**config.mk**
```make
export PLATFORM = sky130hd
export DESIGN_NAME = pwr_seq_top
export DESIGN_NICKNAME = d
export VERILOG_FILES = /design/src/design/pwr_seq_pkg.sv /design/src/design/pwr_seq_top.sv /design/src/design/pd_cell.sv
export SDC_FILE = /design/constraint.sdc
export NUM_CORES = 1
export LEC_CHECK = 0
export BUFFER_PORTS_ARGS = -buffer_cell sky130_fd_sc_hd__clkbuf_2
export CAP_MARGIN = 20
export CORE_MARGIN = 1
export CORE_UTILIZATION = 44
export DETAILED_ROUTE_END_ITERATION = 10
export PLACE_DENSITY = 0.75
export SETUP_SLACK_MARGIN = 0.5
export SLEW_MARGIN = 30
export SYNTH_ARGS = -nofsm -noshare
export SYNTH_HDL_FRONTEND = slang
export SYNTH_SLANG_ARGS = --single-unit
```
**constraint.sdc**
```tcl
create_clock -name clk_i -period 1.59 [get_ports clk_i]
set_clock_uncertainty 0.1 [all_clocks]
set_input_delay 0.159 -clock clk_i [delete_from_list [all_inputs] [get_ports clk_i]]
set_output_delay 0.159 -clock clk_i [all_outputs]
set_load 0.02 [all_outputs]
```
**src/design/pwr_seq_pkg.sv**
```systemverilog
// package: constants for the power-down and power-up reset sequencer
`default_nettype none
package pwr_seq_pkg;
	// power-up reset settling time in ns, plain default
	localparam int unsigned SETTLE_NS = 100;
	localparam int unsigned CLK_NS = 10;
	// settling cycles, least time rounds up, zero only for a zero time
	localparam int unsigned SETTLE_CYC = (SETTLE_NS + CLK_NS - 1) / CLK_NS;
	// counter width for the settling count
	localparam int unsigned SETTLE_W = 8;
	// reset value of every user register
	localparam logic RST_VAL = 1'b0;
	// arbitrary neutral identity codes
	localparam logic [31:0] DEV_ID_DEF = 32'h0000_0a5a;
	localparam logic [15:0] USER_SIG_DEF = 16'h1234;
	// readback selectors
	localparam logic [1:0] RD_PATTERN = 2'h0;
	localparam logic [1:0] RD_SIGNATURE = 2'h1;
	localparam logic [1:0] RD_DEVICE_ID = 2'h2;
	// sequencer states
	typedef enum logic [1:0] {
		ST_SETTLE,
		ST_RUN,
		ST_SLEEP
	} seq_state_t;
endpackage : pwr_seq_pkg
`default_nettype wire

```
**src/design/pwr_seq_top.sv**
```systemverilog
// top: power-down freeze, power-up reset settling and readback security
// Behaviour
// - either sleep request high freezes the device
// - sleep only works when option configured
// - hold internal state and enabled outputs asleep
// - ignore pin changes until request drops
// - request pins unusable as user pins
// - reserved pin cell still makes foldback
// - power-up reset initialises registers and outputs
// - security fuse blocks pattern readback
// - signature and identity stay readable
// - registers change only on rising edges
`default_nettype none
module pwr_seq_top #(
	// at least two cells: the two lowest double as request pins
	parameter int unsigned N_CELLS = 8,
	parameter logic [31:0] DEV_ID = pwr_seq_pkg::DEV_ID_DEF, // value arbitrary
	parameter logic [15:0] USER_SIG = pwr_seq_pkg::USER_SIG_DEF // value arbitrary
) (
	// clock and reset
	input wire logic clk_i,
	input wire logic rst_n_i,
	// configuration
	input wire logic sleep_enable_i,
	input wire logic security_fuse_i,
	input wire logic [N_CELLS-1:0] out_enable_i,
	input wire logic [N_CELLS-1:0] pol_inv_i,
	// sleep requests
	input wire logic sleep_request_a_i,
	input wire logic sleep_request_b_i,
	// user pins
	input wire logic [N_CELLS-1:0] user_in_i,
	output logic [N_CELLS-1:0] user_out_o,
	output logic [N_CELLS-1:0] user_oe_o,
	output logic [N_CELLS-1:0] foldback_o,
	// readback port
	input wire logic rd_req_i,
	input wire logic [1:0] rd_sel_i,
	input wire logic [31:0] pattern_i,
	output logic [31:0] rd_data_o,
	output logic rd_valid_o,
	output logic rd_denied_o,
	// status
	output logic sleeping_o,
	output logic ready_o
);
	////////////////////////////////////////////////////////////////////////
	// sequencer state
	pwr_seq_pkg::seq_state_t state_q;
	logic [pwr_seq_pkg::SETTLE_W-1:0] settle_q; // settling counter
	logic sleep_req; // either request, gated by option
	logic freeze; // holds every cell
	logic [N_CELLS-1:0] pin_in_q; // pin samples taken while awake
	logic [N_CELLS-1:0] cell_pin; // cell pin values
	logic [N_CELLS-1:0] cell_fb; // foldback terms
	logic [N_CELLS-1:0] reserved; // pins taken by sleep requests

	// request pins are the two lowest cells when the option is on
	// only this mask knows which cells the requests take
	function automatic logic [N_CELLS-1:0] reserve_mask(input logic en);
		logic [N_CELLS-1:0] m;
		m = '0;
		m[0] = en;
		m[1] = en;
		return m;
	endfunction : reserve_mask

	assign reserved = reserve_mask(sleep_enable_i);
	// requests are treated as synchronous pins, no synchroniser in front
	// either request or both; no effect without the option
	assign sleep_req = sleep_enable_i & (sleep_request_a_i | sleep_request_b_i);
	// frozen while asleep and while settling after power-up
	// settling freezes the cells too, so no pin sample lands before the
	// clock is trusted; the price is that the first user update waits
	assign freeze = (state_q != pwr_seq_pkg::ST_RUN);

	////////////////////////////////////////////////////////////////////////
	// state machine: settle after reset, then run or sleep
	always_ff @(posedge clk_i or negedge rst_n_i) begin
		if (!rst_n_i) begin
			state_q <= pwr_seq_pkg::ST_SETTLE;
		end else begin
			case (state_q)
				pwr_seq_pkg::ST_SETTLE: begin
					// system is expected to keep clock still here; we count anyway
					// the count only bounds the wait; it cannot see the supply itself
					if (settle_q >= pwr_seq_pkg::SETTLE_W'(pwr_seq_pkg::SETTLE_CYC - 1)) begin
						state_q <= pwr_seq_pkg::ST_RUN;
					end
				end
				pwr_seq_pkg::ST_RUN: begin
					if (sleep_req) begin
						state_q <= pwr_seq_pkg::ST_SLEEP;
					end
				end
				pwr_seq_pkg::ST_SLEEP: begin
					// wake straight into run, no re-initialisation
					// a request that rises again is simply seen on the next edge
					if (!sleep_req) begin
						state_q <= pwr_seq_pkg::ST_RUN;
					end
				end
				default: begin
					// unused code: back to settling, left again on the next edge since the count is not cleared
					state_q <= pwr_seq_pkg::ST_SETTLE;
				end
			endcase
		end
	end

	// settling counter, runs once after reset only
	// it stops one past the threshold, so it never wraps or restarts
	always_ff @(posedge clk_i or negedge rst_n_i) begin
		if (!rst_n_i) begin
			settle_q <= '0;
		end else if (state_q == pwr_seq_pkg::ST_SETTLE) begin
			settle_q <= settle_q + 1'b1;
		end
	end

	////////////////////////////////////////////////////////////////////////
	// input capture: pin changes ignored while asleep
	always_ff @(posedge clk_i or negedge rst_n_i) begin
		if (!rst_n_i) begin
			pin_in_q <= '0;
		end else if (!sleep_req && state_q != pwr_seq_pkg::ST_SLEEP) begin
			// the request itself is looked at combinationally so the
			// first asleep cycle already drops the pin change
			// masked bits stay low so reserved pins never reach the cells
			pin_in_q <= user_in_i & ~reserved;
		end
	end

	////////////////////////////////////////////////////////////////////////
	// user cells; cell data is its pin plus its left neighbour's foldback
	// the ring through the foldback terms keeps reserved cells in use
	for (genvar i = 0; i < N_CELLS; i++) begin : g_cell
		logic d;
		assign d = pin_in_q[i] ^ cell_fb[(i + N_CELLS - 1) % N_CELLS];
		pd_cell u_cell (
			.clk_i(clk_i),
			.rst_n_i(rst_n_i),
			.freeze_i(freeze),
			.pol_inv_i(pol_inv_i[i]),
			.pin_reserved_i(reserved[i]),
			.d_i(d),
			.q_o(), // state reaches us through the foldback term
			.pin_o(cell_pin[i]),
			.foldback_o(cell_fb[i])
		);
	end

	// registered pin drivers; enables held with the data while asleep
	// a sleeping pin neither starts nor stops driving
	always_ff @(posedge clk_i or negedge rst_n_i) begin
		if (!rst_n_i) begin
			user_out_o <= '0;
			user_oe_o <= '0;
			foldback_o <= '0;
		end else begin
			user_out_o <= cell_pin;
			foldback_o <= cell_fb;
			if (!freeze) begin
				user_oe_o <= out_enable_i & ~reserved;
			end
		end
	end

	////////////////////////////////////////////////////////////////////////
	// readback: pattern refused once fused, identity always allowed
	// answers stand one cycle and then drop back to zero unless a request is present on the next edge
	always_ff @(posedge clk_i or negedge rst_n_i) begin
		if (!rst_n_i) begin
			rd_data_o <= '0;
			rd_valid_o <= 1'b0;
			rd_denied_o <= 1'b0;
		end else begin
			rd_valid_o <= 1'b0;
			rd_denied_o <= 1'b0;
			rd_data_o <= '0;
			if (rd_req_i) begin
				case (rd_sel_i)
					pwr_seq_pkg::RD_PATTERN: begin
						if (security_fuse_i) begin
							rd_denied_o <= 1'b1;
						end else begin
							rd_data_o <= pattern_i;
							rd_valid_o <= 1'b1;
						end
					end
					pwr_seq_pkg::RD_SIGNATURE: begin
						rd_data_o <= {16'h0000, USER_SIG};
						rd_valid_o <= 1'b1;
					end
					pwr_seq_pkg::RD_DEVICE_ID: begin
						rd_data_o <= DEV_ID;
						rd_valid_o <= 1'b1;
					end
					default: begin
						// a selector with no meaning is refused like a guarded pattern
						rd_denied_o <= 1'b1;
					end
				endcase
			end
		end
	end

	// status flags
	// one cycle behind the state, like user_oe_o; user_out_o lags by two
	always_ff @(posedge clk_i or negedge rst_n_i) begin
		if (!rst_n_i) begin
			sleeping_o <= 1'b0;
			ready_o <= 1'b0;
		end else begin
			sleeping_o <= (state_q == pwr_seq_pkg::ST_SLEEP);
			ready_o <= (state_q == pwr_seq_pkg::ST_RUN);
		end
	end
endmodule : pwr_seq_top
`default_nettype wire

```
**src/design/pd_cell.sv**
```systemverilog
// one user logic cell: register with freeze, output polarity and foldback term
`default_nettype none
module pd_cell (
	// clock and reset
	input wire logic clk_i,
	input wire logic rst_n_i,
	// control
	input wire logic freeze_i,
	input wire logic pol_inv_i,
	input wire logic pin_reserved_i,
	// data
	input wire logic d_i,
	output logic q_o,
	output logic pin_o,
	output logic foldback_o
);
	// cell register, held while frozen
	logic state_q;

	// register updates only on rising clock edge, held while asleep
	always_ff @(posedge clk_i or negedge rst_n_i) begin
		if (!rst_n_i) begin
			state_q <= pwr_seq_pkg::RST_VAL;
		end else if (!freeze_i) begin
			state_q <= d_i;
		end
	end

	// pin value follows buffer polarity; a reserved pin carries no user data
	always_ff @(posedge clk_i or negedge rst_n_i) begin
		if (!rst_n_i) begin
			pin_o <= pwr_seq_pkg::RST_VAL;
		end else if (pin_reserved_i) begin
			pin_o <= pwr_seq_pkg::RST_VAL;
		end else if (!freeze_i) begin
			pin_o <= d_i ^ pol_inv_i;
		end
	end

	// internal term stays usable even with the pin reserved
	assign foldback_o = ~state_q;
	assign q_o = state_q;
endmodule : pd_cell
`default_nettype wire

```
==> results.py, run 1 <==
metrics = {
    "cells_and_area": {
        "antenna_cells": 0,
        "area_delta_synth_final_pct": 71.9,
        "stdcell_area_um2": 6000,
        "final_core_util": 0.781,
        "drive_above_1_share": 0.487,
        "nFillCells": 453,
        "fin_nets": 565,
    },
    "grt": {
        "grt_pass1_wl_um": 14200,
        "antenna_found_initial": 0,
        "grt_remaining_overflow": 0,
        "grt_busiest_layer": "met2",
        "met2_usage": 0.397,
        "grt_util_met1": 0.268,
        "grt_use_met3": 0.0486,
        "track_usage": 0.225,
        "first_global_vias": 3014,
        "grt_max_degree": 42,
    },
    "setup_path": {
        "path_cells": "inv_2, ha_1, or3b_4, a211oi_2, o31ai_1",
        "crit_type": "flip-flop to flip-flop",
        "cp_slowest_cell": "dfrtp_1",
        "start_kind": "flip-flop",
        "arrival_ns": 1.70,
        "crit_required_ns": 1.72,
        "path_buf_inv": 1,
        "critical_path.max_fanout": 3,
        "end_kind": "flip-flop",
        "slowest_delay_ns": 0.42,
        "cp_top_family": "flip-flops",
    },
    "route": {
        "vias": 2909,
        "wl_um": 9990,
        "postRouteAntennaNets": 0,
        "vias_per_cell": 4.84,
        "route.detailed.drc": 0,
        "wl_per_cell_um": 16.6,
        "first_iter_violations": 103,
        "drt_pass1_iterations": 4,
    },
    "yosys": {
        "synth_cells": 286,
        "syn-cell-area_um2": 3490,
        "synth_cell_types": 32,
        "synth_ff_type": "dfrtp_1",
        "syn_nets": 356,
        "yosysSeqAreaShare": 0.673,
        "synth_edf_count": 0,
        "syn_avg_cell_area_um2": 12.2,
        "async_flop_share": 1.00,
        "ys.warnings.count": 0,
        "ys_seq_elements": 94,
    },
    "place": {
        "post-place-ws_ns": 0.0853,
        "finalWeightedCongestion": 0.794,
        "dpl-instance-area_um2": 4340,
        "io_buffers": 124,
        "dp_hpwl_um": 5090,
    },
    "timing": {
        "worstMarginPinSlew_ns": 0.432,
        "fin_crit_sh": 0.987,
        "slew_headroom": 0.710,
        "finalWorstSetupSlack_ns": 0.0208,
        "rsz0062_at_grt": "yes",
        "setup_viol": 0,
        "finalHoldViolCount": 0,
        "slew_violations": 0,
        "fmax_mhz": 637,
        "period_minus_slack_ns": 1.57,
        "tns_ns": 0,
    },
    "power": {
        "total_power_mw": 9.88,
        "power_density_nw_per_um2": 1650,
        "p_leak_nw": 3.01,
        "ir_drop_mv": 0.718,
    },
    "cts": {
        "cts_tree": "done",
        "clk_latency_ns": 0.35,
        "cts_buffers": 9,
        "cts_root_buffer": "clkbuf_8",
        "clk_pin_slew_ns": 0.08,
        "cts.sinks": 94,
        "h-tree-depth": 3,
        "cts_buffer_depth": 2,
    },
    "worst_hold_path": {
        "hold_class": "primary input to flip-flop",
    },
    "die": {
        "die_w_um": 91.1,
        "die_h_um": 91.1,
        "start_util": 0.454,
        "die_area_um2": 8300,
        "io_pins": 125,
        "core-area_um2": 7690,
        "num_rows": 32,
    },
    "job": {
        "max-cap-violations": 0,
    },
    "outcome": {
        "status": "complete, no violations",
    },
}
==> cell families (layout without fill, tap and decap cells) <==
family | after synthesis | in the layout | share of synthesized area
AO/OA/AOI/OAI | 33 | 33 | 0.0562
AND/OR/NAND/NOR | 102 | 102 | 0.149
XOR/XNOR | 23 | 23 | 0.0577
buffers and inverters | 23 | 236 | 0.0261
flip-flops | 94 | 94 | 0.673
adder cells (fa/ha/maj) | 5 | 5 | 0.0179
multiplexers | 6 | 6 | 0.0193
==> layout by cell type (no fill, tap or decap), drive strengths merged, types with 2 or more instances in the layout <==
master and count:
buf 88, nand4 3, a21boi 4, clkbuf 74
a22o 2, inv 17, dfrtp 94, mux2 6
nor3 2, and3 2, dlygate4sd3 50, nor2b 5
and2 22, xor2 5, a211oi 3, nand2b 3
xnor2 18, nand3b 2, nand2 47, clkinv 6
or3b 2, a31oi 3, nor3b 2, a21oi 3
ha 5, o21ai 17, nor2 11
==> cell type report <==
| class | count | area (um^2) | share of cell area |
|---|---|---|---|
| clock inverters | 5 | 57.6 | 0.00959 |
| inverters | 16 | 72.6 | 0.0121 |
| flip-flops and latches | 94 | 2350 | 0.392 |
| multi-input cells | 169 | 1380 | 0.229 |
| repair buffers | 202 | 1830 | 0.305 |
| well taps | 102 | 128 | 0.0213 |
| repair inverters | 3 | 48.8 | 0.00813 |
| clock buffers | 10 | 138 | 0.0229 |
==> cell usage after synthesis, types with 4 or more instances <==
| cell type | instances | area [um^2] |
|---|---|---|
| a21boi_0 | 4 | 30.0 |
| mux2_2 | 6 | 67.6 |
| xor2_1 | 5 | 43.8 |
| nand2_1 | 47 | 176 |
| xnor2_1 | 18 | 158 |
| nor2_1 | 11 | 41.3 |
| dfrtp_1 | 94 | 2350 |
| buf_2 | 4 | 20.0 |
| o21ai_0 | 14 | 70.1 |
| inv_1 | 15 | 56.3 |
| and2_1 | 22 | 138 |
| nor2b_1 | 5 | 31.3 |
| ha_1 | 5 | 62.6 |
==> registers in the layout, summed over array words and instances, names as in the netlist, 2 cells and up <==
| name | count |
|---|---|
| settle_q | 8 |
| rd_data_o | 32 |
| pin_in_q | 8 |
| g_cell.u_cell.q_o | 8 |
| state_q | 2 |
| user_oe_o | 8 |
| foldback_o | 8 |
| g_cell.u_cell.pin_o | 8 |
| user_out_o | 8 |
==> stage by stage <==
step | hold WS, ns | std cells
after global placement | -0.0202 | 511
after detailed placement | -0.0238 | 511
final | 0.0189 | 601
after global routing | 0.0251 | 601
after CTS | 0.00457 | 592
after floorplan | -0.237 | 286
==> worst reg2reg max path, cell delays in order, from the launching register on <==
cell and delay (ns):
dfrtp_1 0.42, inv_2 0.07, ha_1 0.14, or3b_4 0.39, a211oi_2 0.26, o31ai_1 0.09
==> path summary, 6_finish.rpt <==
check	cells after the start	slack (ns)	to	start
max	5	0.02	state_q[0]$_DFFE_PN0P_	settle_q[0]$_DFFE_PN0P_
min	3	0.02	rd_data_o[5]$_DFF_PN0_	pattern_i[5]
max reg2reg	5	0.02	state_q[0]$_DFFE_PN0P_	settle_q[0]$_DFFE_PN0P_
min reg2reg	0	0.30	user_out_o[4]$_DFF_PN0_	g_cell[4].u_cell.pin_o$_DFFE_PN0P_
max in group asynchronous	3	0.73	rd_data_o[15]$_DFF_PN0_	rst_n_i
min in group asynchronous	2	0.15	foldback_o[5]$_DFF_PN0_	rst_n_i
==> metal layers <==
layer	wire (um)	vias up
li1	-	1340
met1	3660	1412
met2	5370	136
met3	725	21
met4	243	0
met5	0	-
==> report_power, final <==
group | switching [mW] | internal [mW] | leakage [nW]
clock | 0.809 | 0.765 | 0.103
sequential | 0.556 | 3.09 | 1.19
combinational | 2.32 | 2.35 | 1.71
==> timing repair <==
item,in CTS,in global routing
pin swaps,13,19
cloned,5,0
gates resized for setup,41,241
setup endpoints to repair,103,104
hold buffers,50,0
endpoints found under the hold margin,143,0
buffers inserted,11,9
(Power assumes the default switching activity.)
==> inputs of run 2 (changes only) <==
--- a/config.mk
+++ b/config.mk
@@ -11,6 +11,7 @@
 export CORE_UTILIZATION = 44
 export DETAILED_ROUTE_END_ITERATION = 10
 export PLACE_DENSITY = 0.75
+export REMOVE_ABC_BUFFERS = 1
 export SETUP_SLACK_MARGIN = 0.5
 export SLEW_MARGIN = 30
 export SYNTH_ARGS = -nofsm -noshare
==> results.py, run 2 (synthesis results as in run 1) <==
metrics = {
    "timing": {
        "period_minus_slack_ns": 1.50,
        "setup_viol": 0,
        "rsz0062_at_grt": "yes",
        "finalWorstSetupSlack_ns": 0.0855,
        "slew_headroom": 0.625,
        "fmax_mhz": 665,
        "fin_crit_sh": 0.946,
        "tns_ns": 0,
        "worstMarginPinSlew_ns": 0.559,
        "finalHoldViolCount": 0,
        "slew_violations": 0,
    },
    "job": {
        "max-cap-violations": 0,
    },
    "cts": {
        "cts_buffer_depth": 2,
        "cts.sinks": 94,
        "cts_tree": "done",
        "cts_root_buffer": "clkbuf_8",
        "clk_latency_ns": 0.35,
        "h-tree-depth": 3,
        "clk_pin_slew_ns": 0.09,
        "cts_buffers": 9,
    },
    "grt": {
        "grt_max_degree": 36,
        "antenna_found_initial": 0,
        "grt_pass1_wl_um": 12800,
        "track_usage": 0.202,
        "grt_remaining_overflow": 0,
        "first_global_vias": 2810,
    },
    "die": {
        "io_pins": 125,
        "die_w_um": 91.1,
        "num_rows": 32,
        "core-area_um2": 7690,
        "die_h_um": 91.1,
        "start_util": 0.454,
        "die_area_um2": 8300,
    },
    "setup_path": {
        "critical_path.max_fanout": 6,
        "end_kind": "flip-flop",
        "crit_required_ns": 1.75,
        "start_kind": "flip-flop",
        "arrival_ns": 1.66,
        "crit_type": "flip-flop to flip-flop",
    },
    "route": {
        "met1_length_um": 3680,
        "drt_pass1_iterations": 6,
        "dr_wl_met2_um": 5430,
        "top_layer": "met4",
        "vias": 2885,
        "wl_per_cell_um": 16.2,
        "vias_per_cell": 4.74,
        "wl_um": 9880,
        "postRouteAntennaNets": 0,
        "first_iter_violations": 57,
        "route.detailed.drc": 0,
        "met3_length_um": 660,
    },
    "cells_and_area": {
        "antenna_cells": 0,
        "area_delta_synth_final_pct": 71.4,
        "fin_nets": 572,
        "final_common_cell": "dfrtp_1",
        "largest_reg_flops": 32,
        "stdcell_area_um2": 5990,
        "final_cell_mix": "dfrtp_1, buf_6, clkbuf_2",
        "top_register": "rd_data_o",
        "drive_above_1_share": 0.460,
        "final_core_util": 0.779,
        "final_cells": 609,
    },
    "place": {
        "io_buffers": 124,
        "dp_hpwl_um": 5140,
        "finalWeightedCongestion": 0.824,
        "post-place-ws_ns": -0.0321,
        "dpl-instance-area_um2": 4340,
        "dp_cells": 519,
    },
    "worst_hold_path": {
        "hold_class": "primary input to flip-flop",
    },
    "power": {
        "ir_drop_mv": 0.665,
        "power_density_nw_per_um2": 1560,
        "p_leak_nw": 2.97,
    },
    "outcome": {
        "status": "complete, no violations",
    },
}
run 2: per-layer routing:
| layer | up-vias | track usage |
|---|---|---|
| li1 | 1349 | - |
| met1 | 1417 | 0.236 |
| met2 | 109 | 0.355 |
| met3 | 10 | 0.0528 |
| met4 | 0 | 0.0767 |
| met5 | - | 0 |
run 2: where the power goes:
group	switching, mW	internal, mW	total [mW]
combinational	2.01	2.15	4.16
sequential	0.530	3.08	3.61
clock	0.796	0.774	1.57
total	3.34	6.01	9.35
run 2: path summary, 6_finish.rpt:
path | slack, ns | from | endpoint | cells after the start
max reg2reg | 0.09 | state_q[0]$_DFFE_PN0P_ | settle_q[7]$_DFFE_PN0P_ | 3
min reg2reg | 0.30 | g_cell[0].u_cell.pin_o$_DFFE_PN0P_ | user_out_o[0]$_DFF_PN0_ | 0
min in group asynchronous | 0.22 | rst_n_i | user_out_o[0]$_DFF_PN0_ | 2
max | 0.09 | state_q[0]$_DFFE_PN0P_ | settle_q[7]$_DFFE_PN0P_ | 3
min | 0.003 | pol_inv_i[2] | g_cell[2].u_cell.pin_o$_DFFE_PN0P_ | 3
max in group asynchronous | 0.63 | rst_n_i | foldback_o[2]$_DFF_PN0_ | 3
run 2: area by class of cell:
class | count | area (um^2)
flip-flops and latches | 94 | 2350
clock inverters | 5 | 57.6
fillers | 439 | 1700
clock buffers | 11 | 141
well taps | 102 | 128
multi-input cells | 169 | 1300
inverters | 16 | 67.6
repair buffers | 212 | 1940
run 2: critical path, cell delays in order (launching register included):
cell and delay [ns]:
dfrtp_1 0.47, or3b_4 0.46, nor3_4 0.21, xor2_1 0.18
run 2: through the flow:
stage          power (mW)  hold slack (ns)
5_1_grt              9.85          0.00672
3_5_place_dp         5.95           0.0409
2_1_floorplan        5.01           -0.237
3_3_place_gp         5.85           0.0399
4_1_cts              7.87          0.00120
6_report             9.35          0.00348
run 2: timing repair:
item / CTS / global route
buffers inserted: 5 / 8
resized for setup: 23 / 256
pin swaps: 9 / 22
gates cloned: 0 / 6
hold endpoints to repair: 83 / 3
hold buffers: 52 / 3
setup endpoints to repair: 105 / 130
==> inputs of run 3 (changes only) <==
--- a/config.mk
+++ b/config.mk
@@ -8,9 +8,10 @@
 export BUFFER_PORTS_ARGS = -buffer_cell sky130_fd_sc_hd__clkbuf_2
 export CAP_MARGIN = 20
 export CORE_MARGIN = 1
-export CORE_UTILIZATION = 44
+export CORE_UTILIZATION = 46
+export CTS_BUF_LIST = sky130_fd_sc_hd__clkbuf_8
 export DETAILED_ROUTE_END_ITERATION = 10
-export PLACE_DENSITY = 0.75
+export PLACE_DENSITY = 0.78
 export REMOVE_ABC_BUFFERS = 1
 export SETUP_SLACK_MARGIN = 0.5
 export SLEW_MARGIN = 30
==> results.py, run 3 (synthesis results as in run 1) <==
metrics = {
    "cts": {
        "clk_latency_ns": 0.35,
        "h-tree-depth": 3,
        "cts.sinks": 94,
        "cts_buffer_depth": 2,
        "cts_root_buffer": "clkbuf_8",
        "cts_tree": "done",
        "cts_buffers": 9,
        "clk_pin_slew_ns": 0.09,
    },
    "setup_path": {
        "arrival_ns": 1.61,
        "start_kind": "flip-flop",
        "rrSetupSlack_ns": 0.11,
        "crit_required_ns": 1.73,
        "end_kind": "flip-flop",
        "crit_type": "flip-flop to flip-flop",
        "slowest_delay_ns": 0.42,
        "critical_path.max_fanout": 3,
        "cp_slowest_cell": "dfrtp_1",
        "r2r_cells": 5,
        "r2r_start": "settle_q[0]$_DFFE_PN0P_",
        "reg2reg_to": "state_q[0]$_DFFE_PN0P_",
        "path_cells": "inv_2, ha_4, or3b_4, a211oi_2, o31ai_1",
    },
    "route": {
        "wl_per_cell_um": 15.8,
        "route.detailed.drc": 0,
        "first_iter_violations": 65,
        "wl_um": 9500,
        "drt_pass1_iterations": 4,
        "postRouteAntennaNets": 0,
        "vias_per_cell": 4.77,
        "vias": 2860,
    },
    "timing": {
        "period_minus_slack_ns": 1.48,
        "tns_ns": 0,
        "slew_headroom": 0.687,
        "setup_viol": 0,
        "fin_crit_sh": 0.928,
        "holdWs_ns": -0.00654,
        "fmax_mhz": 678,
        "rsz0062_at_grt": "yes",
        "slew_violations": 0,
        "worstMarginPinSlew_ns": 0.466,
        "finalHoldViolCount": 2,
        "finalWorstSetupSlack_ns": 0.115,
    },
    "die": {
        "die_w_um": 89.1,
        "num_rows": 31,
        "io_pins": 125,
        "die_area_um2": 7950,
        "die_h_um": 89.1,
        "core-area_um2": 7290,
        "start_util": 0.479,
    },
    "place": {
        "dp_hpwl_um": 4880,
        "post-place-ws_ns": -0.0365,
        "finalWeightedCongestion": 0.761,
        "io_buffers": 124,
    },
    "power": {
        "power_density_nw_per_um2": 1550,
        "p_leak_nw": 2.91,
        "ir_drop_mv": 0.607,
    },
    "cells_and_area": {
        "final_cell_mix": "dfrtp_1, buf_6, clkbuf_2",
        "final_common_cell": "dfrtp_1",
        "drive_above_1_share": 0.393,
        "area_delta_synth_final_pct": 65.8,
        "antenna_cells": 0,
        "top_register": "rd_data_o",
        "fin_nets": 567,
        "largest_reg_flops": 32,
    },
    "worst_hold_path": {
        "hold_path_startpoint": "pol_inv_i[2]",
        "min_path_cells": 3,
        "hold_end": "g_cell[2].u_cell.pin_o$_DFFE_PN0P_",
        "hold_class": "primary input to flip-flop",
    },
    "grt": {
        "grt_remaining_overflow": 0,
        "first_global_vias": 2806,
        "antenna_found_initial": 0,
        "grt_pass1_wl_um": 12300,
        "grt_max_degree": 38,
        "track_usage": 0.209,
    },
    "job": {
        "max-cap-violations": 0,
    },
    "outcome": {
        "status": "complete, but fails checks",
        "violations": "negative hold slack",
    },
}
-- run 3: changes by cell type in the layout (fill, tap and decap cells not counted), sizes merged --
cell         before  now
clkbuf           77   76
bufinv            1    2
dlygate4sd3      55   54
clkinv            3    1
inv              17   18
buf              91   87
-- run 3: worst max-delay path by stage --
stage                             from  depth (start not counted)                                  to  slack, ns
2_1_floorplan   state_q[1]$_DFFE_PN0P_                          4  g_cell[0].u_cell.pin_o$_DFFE_PN0P_      -0.05
3_3_place_gp   settle_q[0]$_DFFE_PN0P_                          5              state_q[0]$_DFFE_PN0P_      0.006
3_5_place_dp   settle_q[0]$_DFFE_PN0P_                          5              state_q[0]$_DFFE_PN0P_      -0.04
4_1_cts        settle_q[0]$_DFFE_PN0P_                          5              state_q[0]$_DFFE_PN0P_       0.14
5_1_grt        settle_q[1]$_DFFE_PN0P_                          5              state_q[0]$_DFFE_PN0P_       0.05
6_report       settle_q[0]$_DFFE_PN0P_                          5              state_q[0]$_DFFE_PN0P_       0.11
-- run 3: routing by layer --
| metal | share of wire | up-vias | GRT usage |
|---|---|---|---|
| li1 | - | 1334 | - |
| met1 | 0.37 | 1409 | 0.234 |
| met2 | 0.54 | 103 | 0.362 |
| met3 | 0.077 | 14 | 0.0859 |
| met4 | 0.013 | 0 | 0.0693 |
| met5 | 0 | - | 0 |
-- run 3: worst max-delay path: cells and delay by family, from the launching register on --
family          cells  cell delay (ns)
simple gates        1             0.37
compound gates      2             0.26
fa+ha+maj           1             0.13
flops               1             0.42
buf+inv             1             0.10
-- run 3: per-stage QoR --
step	hold slack (ns)	std cells	total power, mW	area [um^2]	util
6_report	-0.00654	600	8.99	5790	0.794
3_5_place_dp	0.0115	513	5.91	4320	0.592
4_1_cts	0.00138	586	7.90	5160	0.707
5_1_grt	0.00193	600	9.51	5790	0.794
3_3_place_gp	0.0111	513	5.82	4320	0.592
2_1_floorplan	-0.237	279	5.01	3460	-
-- run 3: layout make-up --
type                       count  area (um^2)
clock buffer                  10          138
clock inverter                 5         76.3
fill                         434         1500
inverter                      16         67.6
multi-input combinational    169         1160
sequential                    94         2350
tap                           99          124
timing repair buffer         207         1870
-- run 3: report_power, final --
part | switching (mW) | internal (mW)
sequential | 0.481 | 3.09
combinational | 1.79 | 1.94
clock | 0.775 | 0.913
total | 3.05 | 5.94
-- run 3: timing repair --
action,4_1_cts,5_1_grt
hold buffers,53,1
cloned,0,7
hold endpoints to repair,145,1
gates resized for setup,18,211
pin swaps,9,6
setup endpoints to repair,111,127
setup buffers,5,6
